File: src/uec_pkg.sv
package uec_pkg;
  // Count range and reset values
  localparam int CNT_W = 24;
  localparam logic [23:0] CNT_ZERO = 24'h000000;
  localparam logic [23:0] CNT_ONE = 24'h000001;
  localparam logic [23:0] CMP_RESET = 24'hFFFFFF;
  localparam logic [23:0] START_RESET = 24'h000000;
  // Clock and timing
  localparam int CLK_PERIOD_NS = 10;
  localparam int FILT_TIME_NS = 20000;
  localparam int FILT_CYC = (FILT_TIME_NS + CLK_PERIOD_NS - 1) / CLK_PERIOD_NS;
  localparam int FILT_W = 11;
  localparam int UPD_TIME_NS = 500000;
  localparam int UPD_CYC = UPD_TIME_NS / CLK_PERIOD_NS;
  localparam int UPD_W = 17;
  localparam int MAX_IN_FREQ_HZ = 10000;
endpackage

File: src/uec_filter.sv
`timescale 1ns/1ps
module uec_filter (
  input wire logic clk,
  input wire logic rst_n,
  input wire logic din,
  output logic dout
);
  typedef struct packed {
    logic s1;
    logic s2;
    logic lvl;
    logic [uec_pkg::FILT_W-1:0] cnt;
  } uec_filt_t;

  localparam logic [uec_pkg::FILT_W-1:0] FILT_END = uec_pkg::FILT_W'(uec_pkg::FILT_CYC - 1);

  uec_filt_t st_reg;
  uec_filt_t st_next;

  // Level accepted only after holding steady for the filter time; shorter spikes vanish
  always_comb
  begin
    st_next = st_reg;
    st_next.s1 = din;
    st_next.s2 = st_reg.s1;
    if (st_reg.s2 == st_reg.lvl)
    begin
      st_next.cnt = '0;
    end
    else if (st_reg.cnt == FILT_END)
    begin
      st_next.lvl = st_reg.s2;
      st_next.cnt = '0;
    end
    else
    begin
      st_next.cnt = st_reg.cnt + 1'b1;
    end
  end

  // State register
  always_ff @(posedge clk)
  begin
    if (!rst_n)
      st_reg <= '0;
    else
      st_reg <= st_next;
  end

  assign dout = st_reg.lvl;
endmodule

File: src/uec_counter.sv
`timescale 1ns/1ps
module uec_counter #(
  parameter int UPD_CYCLES = uec_pkg::UPD_CYC
) (
  input wire logic REF_CLK,
  input wire logic RSTN,
  input wire logic CNT_IN,
  input wire logic EDGE_FALL,
  input wire logic DIR_DOWN,
  input wire logic IRQ_EN,
  input wire logic [uec_pkg::CNT_W-1:0] PRESET_VAL,
  input wire logic LOAD_REQ,
  input wire logic RUN,
  output logic [uec_pkg::CNT_W-1:0] COUNT_VAL,
  output logic COUNT_EN,
  output logic IRQ
);
  typedef struct packed {
    logic in_prev;
    logic run_prev;
    logic load_prev;
    logic pend;
    logic [uec_pkg::CNT_W-1:0] pend_val;
    logic [uec_pkg::CNT_W-1:0] cmp;
    logic [uec_pkg::CNT_W-1:0] start;
    logic [uec_pkg::CNT_W-1:0] count;
    logic [uec_pkg::CNT_W-1:0] shown;
    logic [uec_pkg::UPD_W-1:0] upd_cnt;
    logic irq;
  } uec_state_t;

  localparam logic [uec_pkg::UPD_W-1:0] UPD_END = uec_pkg::UPD_W'(UPD_CYCLES - 1);

  uec_state_t st_reg;
  uec_state_t st_next;
  logic filt_lvl;
  logic edge_seen;
  logic cnt_en;
  logic load_rise;
  logic run_rise;
  // Values as seen by the edge now being counted
  logic [uec_pkg::CNT_W-1:0] cmp_eff;
  logic [uec_pkg::CNT_W-1:0] start_eff;
  logic [uec_pkg::CNT_W-1:0] cnt_base;

  // Synchroniser and glitch filter ahead of edge detection
  uec_filter u_filter (
    .clk(REF_CLK),
    .rst_n(RSTN),
    .din(CNT_IN),
    .dout(filt_lvl)
  );

  // Selected edge of the filtered level, counted only while running
  assign edge_seen = EDGE_FALL ? (st_reg.in_prev & ~filt_lvl)
                               : (~st_reg.in_prev & filt_lvl);
  assign cnt_en = edge_seen & RUN;
  assign load_rise = LOAD_REQ & ~st_reg.load_prev;
  assign run_rise = RUN & ~st_reg.run_prev;

  // Pending values become live at the count edge that consumes them
  always_comb
  begin
    cmp_eff = st_reg.cmp;
    start_eff = st_reg.start;
    cnt_base = st_reg.count;
    if (st_reg.pend)
    begin
      if (DIR_DOWN)
      begin
        start_eff = st_reg.pend_val;
        cnt_base = st_reg.count + st_reg.pend_val - st_reg.start;
      end
      else
      begin
        cmp_eff = st_reg.pend_val;
      end
    end
  end

  // Next-state logic for the whole counter
  always_comb
  begin
    st_next = st_reg;
    st_next.in_prev = filt_lvl;
    st_next.run_prev = RUN;
    st_next.load_prev = LOAD_REQ;
    st_next.irq = 1'b0;
    // Load request rise captures the value as pending
    if (load_rise)
    begin
      st_next.pend = 1'b1;
      st_next.pend_val = PRESET_VAL;
    end
    if (run_rise && LOAD_REQ)
    begin
      // Start with initialisation: values apply at once, count restarts
      st_next.pend = 1'b0;
      if (DIR_DOWN)
      begin
        st_next.start = PRESET_VAL;
        st_next.count = PRESET_VAL;
      end
      else
      begin
        st_next.cmp = PRESET_VAL;
        st_next.count = uec_pkg::CNT_ZERO;
      end
    end
    else if (cnt_en)
    begin
      // Counted edge: step, wrap at the comparison or reload at zero
      st_next.pend = load_rise;
      st_next.cmp = cmp_eff;
      st_next.start = start_eff;
      if (DIR_DOWN)
      begin
        if (cnt_base <= uec_pkg::CNT_ONE)
        begin
          st_next.count = start_eff;
          st_next.irq = IRQ_EN;
        end
        else
        begin
          st_next.count = cnt_base - uec_pkg::CNT_ONE;
        end
      end
      else
      begin
        if (cnt_base + uec_pkg::CNT_ONE == cmp_eff)
        begin
          st_next.count = uec_pkg::CNT_ZERO;
          st_next.irq = IRQ_EN;
        end
        else
        begin
          st_next.count = cnt_base + uec_pkg::CNT_ONE;
        end
      end
    end
    // Periodic snapshot; software sees a value up to one period old
    if (st_reg.upd_cnt == UPD_END)
    begin
      st_next.upd_cnt = '0;
      st_next.shown = st_reg.count;
    end
    else
    begin
      st_next.upd_cnt = st_reg.upd_cnt + 1'b1;
    end
  end

  // State register with synchronous reset
  always_ff @(posedge REF_CLK)
  begin
    if (!RSTN)
    begin
      st_reg <= '0;
      st_reg.cmp <= uec_pkg::CMP_RESET;
      st_reg.start <= uec_pkg::START_RESET;
    end
    else
    begin
      st_reg <= st_next;
    end
  end

  // Outputs
  assign COUNT_VAL = st_reg.shown;
  assign COUNT_EN = cnt_en;
  assign IRQ = st_reg.irq;
endmodule

File: config.mk
export PLATFORM = sky130hd
export DESIGN_NAME = uec_counter
export DESIGN_NICKNAME = d
export VERILOG_FILES = /design/src/uec_pkg.sv /design/src/uec_filter.sv /design/src/uec_counter.sv
export SDC_FILE = /design/constraint.sdc
export NUM_CORES = 1
export LEC_CHECK = 0
export ABC_AREA = 0
export BUFFER_PORTS_ARGS = -buffer_cell sky130_fd_sc_hd__buf_2
export CORE_MARGIN = 2
export CORE_UTILIZATION = 50
export DETAILED_ROUTE_END_ITERATION = 12
export GPL_ROUTABILITY_DRIVEN = 0
export PLACE_DENSITY = 0.67
export SLEW_MARGIN = 25
export SYNTH_ARGS = -nofsm -noshare
export SYNTH_HDL_FRONTEND = slang
export SYNTH_SLANG_ARGS = --single-unit
export TNS_END_PERCENT = 30
File: constraint.sdc
create_clock -name REF_CLK -period 10.87 [get_ports REF_CLK]
set_clock_uncertainty 0.15 [all_clocks]
set_input_delay 2.7175 -clock REF_CLK [delete_from_list [all_inputs] [get_ports REF_CLK]]
set_output_delay 2.7175 -clock REF_CLK [all_outputs]
set_load 0.1 [all_outputs]
==> impl_metrics.prom <==
# TYPE chip_impl_metric gauge
chip_impl_metric{name="ctsResizeCount",unit=""} 0
chip_impl_metric{name="maximum_number_of_pins_on_one_net_before_global_route_repair",unit=""} 107
chip_impl_metric{name="grtUsageMet2",unit="%"} 41.99
chip_impl_metric{name="numPlacedInstances",unit=""} 1867
chip_impl_metric{name="setup_viol",unit=""} 0
chip_impl_metric{name="critical_path.n_buffers_inverters",unit=""} 2
chip_impl_metric{name="count_of_routing_violations_after_the_opening_detailed_route_iteration",unit=""} 1102
chip_impl_metric{name="cp.arrival",unit="ns"} 8.40
chip_impl_metric{name="dpl-instance-area",unit="µm²"} 12410
chip_impl_metric{name="diodes",unit=""} 0
chip_impl_metric{name="fin_cells",unit=""} 1900
chip_impl_info{name="rsz_0062_raised_after_global_routing",value="no"} 1
chip_impl_metric{name="synth.distinct_cells",unit=""} 88
chip_impl_metric{name="max_cap_viol_count",unit=""} 0
chip_impl_metric{name="fin_util",unit="%"} 54.24
chip_impl_metric{name="first_global_vias",unit=""} 10821
chip_impl_metric{name="cts_inserted_buffers",unit=""} 17
chip_impl_metric{name="cp_slowest_stage_delay",unit="ns"} 0.82
chip_impl_metric{name="fin_setup_tns",unit="ns"} 0
chip_impl_metric{name="finalCritPeriodShare",unit="%"} 75.56
chip_impl_metric{name="vdd_drop_max",unit="µV"} 110.3
chip_impl_info{name="cp_top_family",value="simple AND/OR/NAND/NOR gates"} 1
chip_impl_metric{name="grt_util_met3",unit="%"} 7.922
chip_impl_metric{name="layout.cell_area.non_filler",unit="µm²"} 13040
chip_impl_info{name="tritoncts",value="built"} 1
chip_impl_metric{name="worstMarginPinSlew",unit="ns"} 1.126
chip_impl_metric{name="r2r_slack",unit="ns"} 3.45
chip_impl_info{name="global_route.peak_usage_layer",value="met1"} 1
chip_impl_metric{name="p_leak",unit="nW"} 5.029
chip_impl_info{name="dominantRegCellSynth",value="sky130_fd_sc_hd__dfxtp_1"} 1
chip_impl_metric{name="gr-usage-met1",unit="%"} 42.85
chip_impl_metric{name="grt_first_pass_wirelength",unit="mm"} 59.50
chip_impl_metric{name="synth_edf_count",unit=""} 0
chip_impl_metric{name="netlist_instances",unit=""} 1593
chip_impl_info{name="cp_cell_sequence",value="buf_2, and2_2, mux2i_1, inv_1, ha_1, and3_1, a22oi_1, nand3b_1, nor3_1, nand3b_1, nor4_1, nand3_1, xnor2_1, nor4_1, nand3_2, a311o_1, and3_1"} 1
chip_impl_metric{name="power_density",unit="nW/µm²"} 140.3
chip_impl_metric{name="cts.sinks",unit=""} 156
chip_impl_metric{name="postSynthRegisterBits",unit=""} 156
chip_impl_metric{name="totalWireLength",unit="mm"} 37.47
chip_impl_metric{name="placeableCoreArea",unit="µm²"} 24030
chip_impl_metric{name="vias_per_cell",unit=""} 6.163
chip_impl_metric{name="detailroute.via_count",unit=""} 11710
chip_impl_metric{name="gr-total-overflow",unit=""} 0
chip_impl_info{name="cp-start-kind",value="input port"} 1
chip_impl_metric{name="finish.net_count",unit=""} 1647
chip_impl_info{name="root_buffer",value="sky130_fd_sc_hd__clkbuf_16"} 1
chip_impl_metric{name="nFillCells",unit=""} 2367
chip_impl_metric{name="clkLatencyLatePin",unit="ns"} 0.44
chip_impl_metric{name="die-height",unit="µm"} 159.8
chip_impl_metric{name="placement.io_buffers",unit=""} 57
chip_impl_metric{name="avgSynthCellArea",unit="µm²"} 7.616
chip_impl_metric{name="placementRows",unit=""} 57
chip_impl_metric{name="die_x",unit="µm"} 159.8
chip_impl_metric{name="cts.hold.buffers_added",unit=""} 0
chip_impl_metric{name="clkTransAtPathRegs",unit="ns"} 0.08
chip_impl_metric{name="floorplan.die_area",unit="µm²"} 25530
chip_impl_metric{name="layout_min_cycle_time",unit="ns"} 8.213
chip_impl_metric{name="synth_fp_nets",unit=""} 1677
chip_impl_metric{name="h-tree-depth",unit=""} 4
chip_impl_metric{name="grt_antenna_before_repair",unit=""} 0
chip_impl_metric{name="worst_ep_required_time",unit="ns"} 11.06
chip_impl_metric{name="remaining_drcs",unit=""} 0
chip_impl_metric{name="antenna_violating_nets_post_route",unit=""} 0
chip_impl_info{name="worst_setup_path_end_kind",value="flip-flop"} 1
chip_impl_metric{name="cts.path.max_buffers",unit=""} 2
chip_impl_info{name="hold_path_class",value="reg2reg"} 1
chip_impl_metric{name="max_reg_flops",unit=""} 117
chip_impl_metric{name="route.detailed.wl_per_inst",unit="µm"} 19.72
chip_impl_info{name="critPathSlowestCell",value="sky130_fd_sc_hd__nor4_1"} 1
chip_impl_metric{name="postSynth.asyncResetShare",unit="%"} 0
chip_impl_info{name="path_class",value="in2reg"} 1
chip_impl_metric{name="hpwlAfterDp",unit="mm"} 26.80
chip_impl_metric{name="post-cts-setup-buffer-count",unit=""} 0
chip_impl_metric{name="flow.area_growth_from_synthesis",unit="%"} 7.435
chip_impl_metric{name="critical_path_peak_fanout",unit=""} 38
chip_impl_metric{name="synthesis.yosys.warnings",unit=""} 0
chip_impl_metric{name="grt.total_usage",unit="%"} 29.06
chip_impl_metric{name="mappedNetlistArea",unit="µm²"} 12130
chip_impl_metric{name="synth_sequential_area_ratio",unit="%"} 25.74
chip_impl_metric{name="first_pass_iteration_count_of_the_detailed_router",unit=""} 5
chip_impl_metric{name="finalHoldViolations",unit=""} 0
chip_impl_metric{name="max_freq",unit="GHz"} 0.1218
chip_impl_metric{name="num_io_pins",unit=""} 58
chip_impl_metric{name="maxSlewViolCount",unit=""} 0
chip_impl_metric{name="drive_gt1_share",unit="%"} 10.09
chip_impl_metric{name="worst_slew_margin_rel",unit="%"} 24.96
chip_impl_metric{name="start_util",unit="%"} 50.48
chip_impl_info{name="outcome",value="finished clean"} 1
[cells by family after synthesis]
kind of cell | Yosys count | synth area share, %
DFF | 156 | 25.74
adders and majority gates | 52 | 6.786
and+or+nand+nor | 593 | 23.89
buffers and inverters | 233 | 8.136
muxes | 69 | 5.723
xor gates and xnor gates | 97 | 7.342
AOI/OAI and AO/OA | 393 | 22.38
[layout make-up]
| type | count | area (µm²) | share of cell area (%) |
|---|---|---|---|
| multi-input cells | 1204 | 8051 | 61.77 |
| clock buffers | 17 | 425.4 | 3.264 |
| repair buffers | 77 | 457.9 | 3.513 |
| inverters | 107 | 401.6 | 3.081 |
| flip-flops and latches | 156 | 3123 | 23.96 |
| well taps | 324 | 405.4 | 3.110 |
| clock inverters | 15 | 170.2 | 1.305 |
[cells in the final DEF (no fill, tap or decap), types with 46 or more instances in the layout]
| cell type | n |
|---|---|
| sky130_fd_sc_hd__nand3_1 | 64 |
| sky130_fd_sc_hd__buf_2 | 56 |
| sky130_fd_sc_hd__nand2_1 | 206 |
| sky130_fd_sc_hd__dfxtp_1 | 156 |
| sky130_fd_sc_hd__nor3_1 | 46 |
| sky130_fd_sc_hd__inv_1 | 106 |
| sky130_fd_sc_hd__o21ai_0 | 54 |
| sky130_fd_sc_hd__nor2_1 | 110 |
| sky130_fd_sc_hd__a21oi_1 | 111 |
| sky130_fd_sc_hd__mux2i_1 | 66 |
| sky130_fd_sc_hd__xnor2_1 | 57 |
[layer usage]
layer  up-vias  routed length (µm)
met5         -                  20
met4         2                 547
met3        48                4201
met2       557               15520
met1      5558               17180
li1       5545                   -
[cell usage after synthesis, types with 21 or more instances]
cell type / count / area [µm²]
sky130_fd_sc_hd__nor2_1: 111 / 416.7
sky130_fd_sc_hd__o311ai_0: 22 / 192.7
sky130_fd_sc_hd__nand2_1: 206 / 773.2
sky130_fd_sc_hd__nor3_1: 46 / 230.2
sky130_fd_sc_hd__mux2i_1: 66 / 660.6
sky130_fd_sc_hd__and3_1: 21 / 131.4
sky130_fd_sc_hd__a21oi_1: 112 / 560.5
sky130_fd_sc_hd__buf_4: 24 / 180.2
sky130_fd_sc_hd__xnor2_1: 57 / 499.2
sky130_fd_sc_hd__nand3_1: 64 / 320.3
sky130_fd_sc_hd__xor2_1: 37 / 324.1
sky130_fd_sc_hd__fa_1: 23 / 460.4
sky130_fd_sc_hd__clkbuf_1: 78 / 292.8
sky130_fd_sc_hd__dfxtp_1: 156 / 3123
sky130_fd_sc_hd__a21boi_0: 31 / 232.7
sky130_fd_sc_hd__inv_1: 106 / 397.9
sky130_fd_sc_hd__o21ai_0: 54 / 270.3
sky130_fd_sc_hd__ha_1: 29 / 362.9
sky130_fd_sc_hd__o211ai_1: 30 / 225.2
sky130_fd_sc_hd__nor2b_1: 43 / 269.0
[where the power goes]
group	leakage [nW]	total [mW]	internal [mW]	switching, mW
Sequential	1.27	0.614	0.589	0.0250
Combinational	3.47	0.603	0.216	0.387
Clock	0.288	0.612	0.310	0.302
Total	5.03	1.83	1.11	0.714
[path summary, 6_finish.rpt]
kind	from	to	cells after the start
setup / recovery	DIR_DOWN	st_reg[58]	17
hold / removal	u_filter.st_next[12]	u_filter.st_reg[12]	1
hold reg to reg	u_filter.st_next[12]	u_filter.st_reg[12]	1
setup reg to reg	st_reg[45]	st_reg[58]	17
[per-stage QoR]
step,setup WS (ns),hold slack [ns],power (mW)
2_1_floorplan,3.121,0.2619,1.064
3_3_place_gp,2.725,0.2676,1.201
3_5_place_dp,2.524,0.2757,1.205
4_1_cts,2.968,0.3087,1.815
5_1_grt,2.533,0.3349,1.921
6_report,2.657,0.3012,1.829
[worst register-to-register path, cell delays in order, from the launching register on]
cell and delay [ns]:
sky130_fd_sc_hd__dfxtp_1 0.49, sky130_fd_sc_hd__inv_1 0.17, sky130_fd_sc_hd__fa_1 0.56, sky130_fd_sc_hd__inv_1 0.04, sky130_fd_sc_hd__ha_1 0.33, sky130_fd_sc_hd__and2_4 0.18
sky130_fd_sc_hd__a221oi_2 0.80, sky130_fd_sc_hd__a21boi_0 0.24, sky130_fd_sc_hd__o21ai_0 0.40, sky130_fd_sc_hd__a32oi_1 0.39, sky130_fd_sc_hd__nand3b_1 0.37, sky130_fd_sc_hd__nor4_1 0.82
sky130_fd_sc_hd__nand3_1 0.30, sky130_fd_sc_hd__xnor2_1 0.21, sky130_fd_sc_hd__nor4_1 0.63, sky130_fd_sc_hd__nand3_2 0.54, sky130_fd_sc_hd__a311o_1 0.51, sky130_fd_sc_hd__and3_1 0.17
(Power assumes the default switching activity.)
